File: src/shared/dfc_pkg.sv
// package for the debug counter freeze control block
package dfc_pkg;
  // register map (word aligned, byte addresses)
  localparam logic [7:0]  FREEZE_CTRL_ADDR  = 8'h00;
  localparam logic [7:0]  DEBUG_STATUS_ADDR = 8'h04;
  localparam logic [31:0] FREEZE_CTRL_RST   = 32'h0000_0000;
  localparam logic [31:0] FREEZE_CTRL_MASK  = 32'h0000_077f;
  // field positions of the freeze control register
  localparam int ADV_TIMER_BIT   = 0;
  localparam int GEN_TIMER1_BIT  = 1;
  localparam int GEN_TIMER2_BIT  = 2;
  localparam int GEN_TIMER3_BIT  = 3;
  localparam int GEN_TIMER4_BIT  = 4;
  localparam int BASIC_GRP_BIT   = 5;
  localparam int WAKEUP_BIT      = 6;
  localparam int RTC_BIT         = 8;
  localparam int IND_WDOG_BIT    = 9;
  localparam int WIN_WDOG_BIT    = 10;
  // status register field positions
  localparam int ST_HALTED_BIT   = 0;
  localparam int ST_AVAIL_BIT    = 1;
  localparam int ST_CLKOFF_BIT   = 2;
  localparam int ST_DEEP_BIT     = 3;
  localparam int NUM_CNT         = 12;

  // count enables toward the peripheral counters
  typedef struct packed {
    logic       win_wdog;
    logic       ind_wdog;
    logic       rtc;
    logic       wakeup;
    logic [2:0] basic;
    logic       gen4;
    logic       gen3;
    logic       gen2;
    logic       gen1;
    logic       adv;
  } dfc_cnt_en_s;

  typedef enum logic [1:0] {
    DFC_IDLE,
    DFC_ACK
  } dfc_bus_e;
endpackage

File: src/hw/dfc_top.sv
// debug counter freeze control with classic wishbone register slave
// What this block does
// - bit 10 freezes windowed watchdog when halted
// - bit 9 freezes independent watchdog when halted
// - bit 8 freezes real-time clock when halted
// - bit 6 freezes auto-wakeup timer when halted
// - bit 5 freezes all three basic timers
// - bit 4 freezes general timer four
// - bit 3 freezes general timer three
// - bit 2 freezes general timer two
// - bit 1 freezes general timer one
// - bit 0 freezes advanced timer
// - debug fails once core clock is gated
// - deepest sleep makes debug access port dead
//
// The implementer's own choices: the Wishbone slave port and the address map.
`timescale 1ns/1ps
module dfc_top
  import dfc_pkg::*;
(
  input  wire logic         clk_i,         // core clock, 250 MHz
  input  wire logic         rst_i,         // sync reset, active high
  input  wire logic         wb_cyc_i,      // wishbone cycle
  input  wire logic         wb_stb_i,      // wishbone strobe
  input  wire logic         wb_we_i,       // wishbone write
  input  wire logic [7:0]   wb_adr_i,      // byte address
  input  wire logic [3:0]   wb_sel_i,      // byte lanes
  input  wire logic [31:0]  wb_dat_i,      // write data
  output logic      [31:0]  wb_dat_o,      // read data
  output logic              wb_ack_o,      // ack pulse
  input  wire logic         core_halted_i, // core halted in debug (pin)
  input  wire logic         wfi_gate_i,    // core clock gated by wfi
  input  wire logic         deep_sleep_i,  // chip in deepest sleep
  input  wire logic [11:0]  cnt_run_i,     // counters' own enables
  output dfc_cnt_en_s       cnt_en_o,      // gated count enables
  output logic              dbg_avail_o    // debug access usable
);
  import dfc_pkg::*;

  typedef struct packed {
    dfc_bus_e     bus;
    logic [31:0]  ctrl;
    logic [31:0]  rdat;
    logic         ack;
    logic [1:0]   halt_sync;
    logic [1:0]   wfi_sync;
    logic [1:0]   deep_sync;
    dfc_cnt_en_s  en;
    logic         avail;
  } dfc_state_s;

  dfc_state_s state_r;
  dfc_state_s state_nxt;

  // byte-lane merge, used for the control register write
  function automatic logic [31:0] lane_merge(input logic [31:0] old_v,
                                             input logic [31:0] new_v,
                                             input logic [3:0]  sel);
    logic [31:0] res;
    res = old_v;
    for (int i = 0; i < 4; i++) begin
      if (sel[i]) begin
        res[i*8 +: 8] = new_v[i*8 +: 8];
      end
    end
    return res;
  endfunction

  // one freeze decision: stall only while halted and the bit is set
  function automatic logic gate(input logic run, input logic halted,
                                input logic frz);
    return run & ~(halted & frz);
  endfunction

  logic        halted;
  logic [31:0] c;

  // next state: synchronisers, bus slave and counter gating
  always_comb begin
    state_nxt = state_r;
    halted    = state_r.halt_sync[1];
    c         = state_r.ctrl;
    // second flop only is read below; first flop feeds nothing else
    state_nxt.halt_sync = {state_r.halt_sync[0], core_halted_i};
    state_nxt.wfi_sync  = {state_r.wfi_sync[0], wfi_gate_i};
    state_nxt.deep_sync = {state_r.deep_sync[0], deep_sleep_i};

    // bus: answer one cycle after the request, drop ack next cycle
    state_nxt.ack = 1'b0;
    case (state_r.bus)
      DFC_IDLE: begin
        if (wb_cyc_i && wb_stb_i) begin
          state_nxt.ack  = 1'b1;
          state_nxt.bus  = DFC_ACK;
          state_nxt.rdat = 32'h0000_0000; // unmapped reads zero
          if (wb_we_i) begin
            if (wb_adr_i == FREEZE_CTRL_ADDR) begin
              state_nxt.ctrl = lane_merge(state_r.ctrl, wb_dat_i,
                                          wb_sel_i) & FREEZE_CTRL_MASK;
            end
          end else if (wb_adr_i == FREEZE_CTRL_ADDR) begin
            state_nxt.rdat = state_r.ctrl;
          end else if (wb_adr_i == DEBUG_STATUS_ADDR) begin
            state_nxt.rdat[ST_HALTED_BIT] = halted;
            state_nxt.rdat[ST_AVAIL_BIT]  = state_r.avail;
            state_nxt.rdat[ST_CLKOFF_BIT] = state_r.wfi_sync[1];
            state_nxt.rdat[ST_DEEP_BIT]   = state_r.deep_sync[1];
          end
        end
      end
      DFC_ACK: begin
        state_nxt.bus = DFC_IDLE; // master releases after ack
      end
      default: begin
        state_nxt.bus = DFC_IDLE;
      end
    endcase

    // per-counter gating; halt release resumes from held value
    state_nxt.en.win_wdog = gate(cnt_run_i[11], halted,
                                 c[WIN_WDOG_BIT]);
    state_nxt.en.ind_wdog = gate(cnt_run_i[10], halted,
                                 c[IND_WDOG_BIT]);
    state_nxt.en.rtc      = gate(cnt_run_i[9], halted,
                                 c[RTC_BIT]);
    state_nxt.en.wakeup   = gate(cnt_run_i[8], halted,
                                 c[WAKEUP_BIT]);
    for (int k = 0; k < 3; k++) begin
      state_nxt.en.basic[k] = gate(cnt_run_i[5+k], halted,
                                   c[BASIC_GRP_BIT]);
    end
    state_nxt.en.gen4 = gate(cnt_run_i[4], halted,
                             c[GEN_TIMER4_BIT]);
    state_nxt.en.gen3 = gate(cnt_run_i[3], halted,
                             c[GEN_TIMER3_BIT]);
    state_nxt.en.gen2 = gate(cnt_run_i[2], halted,
                             c[GEN_TIMER2_BIT]);
    state_nxt.en.gen1 = gate(cnt_run_i[1], halted,
                             c[GEN_TIMER1_BIT]);
    state_nxt.en.adv  = gate(cnt_run_i[0], halted,
                             c[ADV_TIMER_BIT]);

    // debug link needs the core clock and is dead in deepest sleep
    state_nxt.avail = ~state_r.wfi_sync[1]
                    & ~state_r.deep_sync[1];
  end

  // the whole state registers here; reset gives constants only
  always_ff @(posedge clk_i) begin
    if (rst_i) begin
      state_r      <= '0;
      state_r.bus  <= DFC_IDLE;
      state_r.ctrl <= FREEZE_CTRL_RST;
    end else begin
      state_r <= state_nxt;
    end
  end

  assign wb_dat_o    = state_r.rdat;
  assign wb_ack_o    = state_r.ack;
  assign cnt_en_o    = state_r.en;
  assign dbg_avail_o = state_r.avail;
endmodule

File: config.mk
export PLATFORM = sky130hd
export DESIGN_NAME = dfc_top
export DESIGN_NICKNAME = d
export VERILOG_FILES = /design/src/shared/dfc_pkg.sv /design/src/hw/dfc_top.sv
export SDC_FILE = /design/constraint.sdc
export NUM_CORES = 1
export LEC_CHECK = 0
export ABC_AREA = 1
export BUFFER_PORTS_ARGS = -buffer_cell sky130_fd_sc_hd__buf_2
export CORE_MARGIN = 2
export CORE_UTILIZATION = 43
export DETAILED_ROUTE_END_ITERATION = 8
export GPL_TIMING_DRIVEN = 0
export HOLD_SLACK_MARGIN = 0.06
export PLACE_DENSITY = 0.84
export SYNTH_ARGS = -nofsm -noshare
export SYNTH_HDL_FRONTEND = slang
export SYNTH_SLANG_ARGS = --single-unit
File: constraint.sdc
create_clock -name clk_i -period 1.2 [get_ports clk_i]
set_input_delay 0.06 -clock clk_i [delete_from_list [all_inputs] [get_ports clk_i]]
set_output_delay 0.06 -clock clk_i [all_outputs]
set_load 0.01 [all_outputs]
; ---- Yosys cells after proc, flatten, opt, wreduce, memory -nomap -nowiden
; Index checks and enable logic that the tools add are counted.
[word_totals]
ff_bits = 42
in_bits = 64
[op_classes]
eq_ne = 1
n_mux = 5
n_bitwise = 36
reduce_logical = 7
[op_table]
columns = cell, n
row1 = 1-bit AND, 23
row2 = 1-bit inverter, 13
row3 = 11-bit two-way mux, 1
row4 = 5-bit AND reduction, 2
row5 = "8-bit by 3-bit equality test with 1-bit output, second input constant", 1
row6 = 8-bit zero test, 1
row7 = 4-bit two-way mux, 2
row8 = 7-bit two-way mux, 1
row9 = 2-bit zero test, 1
row10 = 2-bit AND reduction, 1
row11 = 2-bit OR reduction, 1
row12 = 1-bit logical AND, 1
row13 = 1-bit two-way mux, 1

; ---- Logic depth before layout (Yosys ltp)
; Gate-level depths: netlist of run 1.
[depth]
word_depth = 4
depth_mapped = 8
depth_no_buf = 8

; ---- Worst setup path after synthesis of run 1
; OpenSTA, ideal clock, no wires.
[synth_path]
path_kind = register -> register
start = register state_r[84] (netlist bit)
end = register state_r (netlist bit c[0])
setup_ns = 0.113
arrival_ns = 0.932
required_ns = 1.087
setup_slack_ns = 0.155
path_stages_with_launch = 8
synth_period_minus_slack_ns = 1.045
cell_sequence = dfxtp_1 inv_1 nand2_1 nor2_1 nand3_4 buf_6 nor2_1 nor2_1
[synth_between]
elab_chain_len = 2
[synth_lines]
columns = item, line_no
row1 = "start, declared", dfc_top.sv:52  ; dfc_state_s state_r;
row2 = "start signal, assigned", dfc_top.sv:155  ; state_r <= state_nxt;
row3 = 2-bit zero test, dfc_top.sv:90  ; case (state_r.bus)
row4 = 5-bit AND reduction (no line), n/a
; Every way passes these cells.
; A chain may end at the register's enable or synchronous reset.

; ---- Final worst setup path of run 1
[layout_path]
start = register state_r[84] (netlist bit)
end = register state_r (netlist bit wb_dat_o[2])
[layout_between]
elab_chain_len = 2
[layout_lines]
columns = item, line_no
row1 = 2-bit zero test, dfc_top.sv:90
row2 = 2-bit AND reduction (no line), n/a
; Every way passes these cells.

==> results of run 1 <==
==> registers in the layout, summed over array words and instances (netlist names) <==
| signal | cells |
|---|---|
| state_r | 3 |
| dbg_avail_o | 1 |
| wb_ack_o | 1 |
| state_nxt | 3 |
| wb_dat_o | 10 |
| cnt_en_o | 12 |
| c | 10 |
| halted | 1 |
==> tightest hold or removal path, delay by kind of cell <==
family | cells | cell delay (ps)
buffers and inverters | 2 | 270
AND/OR/NAND/NOR | 1 | 60
AO/OA/AOI/OAI | 1 | 90
==> stage by stage <==
step	power [mW]	instances	hold slack (ps)	utilization (%)	setup WS (ps)
after detailed placement	1.75	385	271	56.8	-20.8
after global placement	1.74	385	260	56.8	53.7
after global routing	2.91	423	269	67.1	-31.5
after CTS	2.79	419	203	65.8	27.9
final	2.78	423	234	67.1	65.9
after floorplan	1.64	273	167	-	155
==> worst paths after layout <==
check                 from           to  depth (start not counted)
max            state_r[84]  wb_dat_o[2]                          7
min                  rst_i  cnt_en_o[0]                          4
max reg2reg    state_r[84]  wb_dat_o[2]                          7
min reg2reg  state_nxt[14]  state_r[14]                          2
==> layout make-up <==
cell class | count | area, sq um
buffer | 53 | 389
timing repair buffer | 92 | 598
tap | 50 | 62.6
sequential | 41 | 822
clock inverter | 1 | 5.00
inverter | 27 | 101
clock buffer | 7 | 96.3
multi-input combinational | 152 | 668
fill | 354 | 1340
==> layout by cell type (no fill, tap or decap), types with 2 or more instances in the layout <==
| cell type | instances |
|---|---|
| nor2_4 | 2 |
| nand2_1 | 52 |
| buf_6 | 2 |
| buf_2 | 67 |
| nand3_1 | 17 |
| clkbuf_8 | 7 |
| nand3_2 | 2 |
| a21oi_1 | 15 |
| nor2_1 | 38 |
| conb_1 | 22 |
| inv_1 | 26 |
| dlygate4sd3_1 | 26 |
| buf_4 | 48 |
| dfxtp_1 | 40 |
==> power groups by stage <==
| stage | sequential (mW) | clock (mW) | combinational, mW |
|---|---|---|---|
| 2_1_floorplan | 1.44 | 0 | 0.201 |
| 3_3_place_gp | 1.44 | 0 | 0.304 |
| 3_5_place_dp | 1.44 | 0 | 0.308 |
| 4_1_cts | 1.41 | 1.00 | 0.377 |
| 5_1_grt | 1.41 | 1.07 | 0.433 |
| 6_report | 1.41 | 0.975 | 0.392 |
==> cell families after synthesis <==
kind of cell	after synthesis
AND/OR/NAND/NOR	115
buffers and inverters	80
other	1
AO/OA/AOI/OAI	15
flip-flops	41
==> routing by layer <==
layer	GRT usage [%]	share of wire (%)	vias up
met5	0	0	-
met4	5.77	0.72	0
met3	5.34	5.9	4
met2	30.9	50	50
met1	20.7	44	738
li1	-	-	935
==> timing repair <==
item                                    CTS  global route
resized for setup                         1             9
hold endpoints to repair                 30             0
cloned                                    0             1
setup buffers                             0             3
endpoints found under the setup margin    9            21
pin swaps                                 0             4
hold buffers                             26             0
==> flow_metrics.py, run 1 <==
metrics = {
    "clocking": {
        "htreeDepth": 2,
        "cts_tree": "done",
        "clkSinkCount": 41,
        "clk_pin_slew_ps": 70,
        "clk_latency_ps": 290,
        "cts_root_buffer": "clkbuf_8",
        "cts_made_buffers": 5,
        "cts.path.max_buffers": 2,
    },
    "timing": {
        "fmax_ghz": 0.882,
        "finClkSkew_ps": 5.28,
        "setup-violations-final": 0,
        "hold_viol": 0,
        "min_period_over_period_pct": 94.5,
        "slew_violations": 0,
        "setup_tns_ps": 0,
        "rsz0062_at_grt": "true",
        "period_needed_ps": 1130,
    },
    "placed_design": {
        "io_buffer_count": 62,
        "dp_hpwl_mm": 2.91,
        "place.gp.congestion": 0.806,
        "placed_area_sq_um": 2320,
    },
    "route": {
        "post_drt_via_cell_ratio": 4.08,
        "wl_per_cell_um": 9.89,
        "detail-route-antenna-nets": 0,
        "dr.first_iter.drc_count": 96,
        "drc_errors": 0,
        "wirelength_mm": 4.18,
        "num_vias": 1727,
        "firstDrtPassIters": 4,
    },
    "power_and_ir_drop": {
        "p_switching_uw": 640,
        "p_int_mw": 2.14,
        "power_frac_seq_pct": 50.7,
        "p_leak_nw": 1.52,
        "pwr-share-clk_pct": 35.1,
        "power.density_nw_per_um2": 1010,
        "sw_frac_of_total_pct": 23.0,
        "combinationalPowerShare_pct": 14.1,
        "ir_worst_vdd_mv": 0.667,
    },
    "setup_path": {
        "cp_num_buf_inv": 3,
        "reg2reg_slack_ps": 70,
        "worst_setup_path_end_kind": "register",
        "slowest_delay_ps": 320,
        "cp_max_fo": 4,
        "cpLargestDelayFamily": "simple AND/OR/NAND/NOR gates",
        "crit_arrival_ps": 1380,
        "crit_path_cell_trace": "buf_4 > nor3_4 > buf_4 > nand3_1 > nand3_1 > nand2_1 > inv_1",
        "crit_slowest_cell": "dfxtp_2",
        "crit_type": "reg2reg",
        "critPathLaunchType": "register",
        "critPathRequiredTime_ps": 1450,
    },
    "final_layout": {
        "drive_above_1_share_pct": 35.9,
        "fin_area_sq_um": 2740,
        "area_delta_synth_final_pct": 46.7,
        "diodes": 0,
        "nets": 436,
    },
    "synthesis": {
        "syn_avg_cell_area_sq_um": 7.42,
        "synthCells": 252,
        "yosys-mux-area-fraction_pct": 0,
        "synth-adder-area-share_pct": 0,
        "synth_top_family_by_area": "buffers and inverters",
        "synthXorXnorAreaFrac_pct": 0,
        "yosys.area_share.simple_pct": 25.9,
        "synth_seq_area_share_pct": 43.9,
        "synthArstFlopShare_pct": 0,
        "netlist.area_leader.share_pct": 43.9,
        "synth_compound_area_share_pct": 4.02,
        "netlist_area_sq_um": 1870,
        "ys_seq_elements": 41,
        "ys_top_cells_by_count": "nand2_1, buf_4, dfxtp_1",
        "synth_edf_count": 0,
        "synth_warnings": 0,
        "synth_top_flop_cell": "dfxtp_1",
        "yosysTopAreaCell": "dfxtp_1",
        "yosys.cell_count.top_type": "nand2_1",
        "synth_cell_types": 16,
        "synth_area_leaders": "dfxtp_1, buf_4, nand2_1",
    },
    "flow_run": {
        "maxCapViolCount": 0,
    },
    "global_routing": {
        "grt_pass1_wl_mm": 6.91,
        "gr-total-overflow": 0,
        "grt_usage_pct": 17.7,
        "grt_start_max_net_pins": 13,
        "first_global_vias": 1572,
        "antenna_found_initial": 0,
    },
    "worst_hold_path": {
        "hold_path.class": "in2reg",
    },
    "die": {
        "rows": 23,
        "ios": 110,
        "die_w_um": 69.9,
        "die_h_um": 69.9,
        "start_util_pct": 45.7,
        "core_area_sq_um": 4090,
        "die_area_sq_um": 4890,
    },
    "status": {
        "outcome": "finished, final reports clean",
    },
}
Power figures use the tool's default switching activity.
==> run 2, diff against run 1 <==
Settings changed: CORE_UTILIZATION 43 to 45, PLACE_DENSITY 0.84 to 0.87.
Clock period 1.2 ns to 1.45 ns, I/O delays scaled along.
==> flow_metrics.py, run 2 (synthesized netlist as in run 1, its figures left out) <==
metrics = {
    "final_layout": {
        "diodes": 0,
        "fin_cells": 418,
        "mostFrequentLayoutCell": "buf_2",
        "drive_above_1_share_pct": 33.4,
        "largest_register_ffs": 12,
        "area_delta_synth_final_pct": 43.8,
        "nets": 431,
        "final_cell_mix": "buf_2, nand2_1, buf_4",
    },
    "route": {
        "route.met2.wl_mm": 2.03,
        "top_layer": "met4",
        "num_vias": 1725,
        "drt-met1-wl_mm": 1.66,
        "wl_per_cell_um": 9.58,
        "wl_met3_um": 242,
        "detail-route-antenna-nets": 0,
        "firstDrtPassIters": 4,
        "drc_errors": 0,
        "post_drt_via_cell_ratio": 4.13,
        "wirelength_mm": 4.00,
        "dr.first_iter.drc_count": 98,
    },
    "power_and_ir_drop": {
        "power_mw": 2.41,
        "power.density_nw_per_um2": 896,
        "ir_worst_vdd_mv": 0.584,
        "p_leak_nw": 1.50,
    },
    "global_routing": {
        "grt_usage_pct": 17.7,
        "gr-total-overflow": 0,
        "grt_start_max_net_pins": 13,
        "first_global_vias": 1522,
        "antenna_found_initial": 0,
        "grt_pass1_wl_mm": 6.12,
    },
    "timing": {
        "worst_slack_ps": 229,
        "slew_violations": 0,
        "setup_tns_ps": 0,
        "min_period_over_period_pct": 84.2,
        "rsz0062_at_grt": "false",
        "finClkSkew_ps": 2.79,
        "hold_viol": 0,
        "setup-violations-final": 0,
        "period_needed_ps": 1220,
        "fmax_ghz": 0.819,
    },
    "clocking": {
        "cts_setup_buffers": 0,
        "cts-hold-fix-buffers": 25,
        "cts_resized": 0,
        "clk_pin_slew_ps": 70,
        "cts.path.max_buffers": 2,
        "clk_latency_ps": 290,
        "clkSinkCount": 41,
        "cts_root_buffer": "clkbuf_8",
        "cts_made_buffers": 5,
        "cts_tree": "done",
        "htreeDepth": 2,
    },
    "placed_design": {
        "place_inst": 385,
        "dp_hpwl_mm": 2.81,
        "io_buffer_count": 62,
        "place.gp.congestion": 0.829,
        "post-place-ws_ps": 293,
    },
    "setup_path": {
        "slowest_delay_ps": 520,
        "worst_setup_path_end_kind": "register",
        "crit_slowest_cell": "dlygate4sd3_1",
        "cp_num_buf_inv": 4,
        "crit_arrival_ps": 1410,
        "crit_type": "in2reg",
        "cpLargestDelayFamily": "buffers and inverters",
        "critPathRequiredTime_ps": 1640,
        "cpMostUsedCell": "buf_2",
        "crit_path_cell_trace": "dlygate4sd3_1 > buf_2 > clkinv_1 > buf_2 > nand2_1 > nor2_1",
        "critPathLaunchType": "input port",
        "cp_max_fo": 10,
    },
    "die": {
        "start_util_pct": 46.7,
        "die_area_sq_um": 4690,
        "rows": 23,
        "die_w_um": 68.5,
        "core_area_sq_um": 4000,
        "die_h_um": 68.5,
        "ios": 110,
    },
    "worst_hold_path": {
        "hold_path.class": "in2reg",
    },
    "status": {
        "outcome": "finished, final reports clean",
    },
    "flow_run": {
        "maxCapViolCount": 0,
    },
}
-- run 2: changes by cell type in the layout (fill, tap and decap cells not counted), moves of 2 or more --
| cell | change |
|---|---|
| buf_4 | -2 |
| nand3_2 | -2 |
| clkbuf_1 | +2 |
| nand3_1 | +2 |
-- run 2: worst paths after layout --
kind	start	end	depth (start not counted)	slack (ps)
worst min-delay path	wb_dat_i[1]	c[1]	3	50
worst max-delay path	rst_i	c[1]	6	230
worst max register to register	state_r[84]	wb_dat_o[9]	4	270
worst min register to register	state_nxt[18]	halted	2	400
-- run 2: area by class of cell --
cell class / instances / area [sq um]
repair buffers: 87 / 561
flip-flops and latches: 41 / 821
well taps: 50 / 62.6
clock inverters: 1 / 30.0
plain buffers: 53 / 384
fillers: 328 / 1310
multi-input cells: 152 / 642
inverters: 27 / 101
clock buffers: 7 / 86.3
-- run 2: where the power goes --
part           total (mW)  switching (mW)  internal (mW)
Clock               0.932           0.371          0.561
Combinational       0.310           0.135          0.175
Sequential           1.17         0.00938           1.16
Total                2.41           0.516           1.89
-- run 2: metal layers --
layer,up-vias,track usage [%]
met4,0,6.50
met1,744,19.5
met2,52,32.3
met5,-,0
met3,7,4.28
li1,922,-
-- run 2: metrics by stage --
step,utilization [%],hold slack [ps],cell area [sq um]
3_5_place_dp,58.0,279,2320
6_report,67.2,48.9,2690
5_1_grt,67.2,65.3,2690
2_1_floorplan,-,179,1950
3_3_place_gp,58.0,275,2320
4_1_cts,67.2,61.7,2690
-- run 2: worst reg2reg max path, cell delays in order (launching register included) --
cell and delay [ps]:
dfxtp_1 320, nor3_2 320, buf_4 230, nand3_1 110, a21oi_1 140
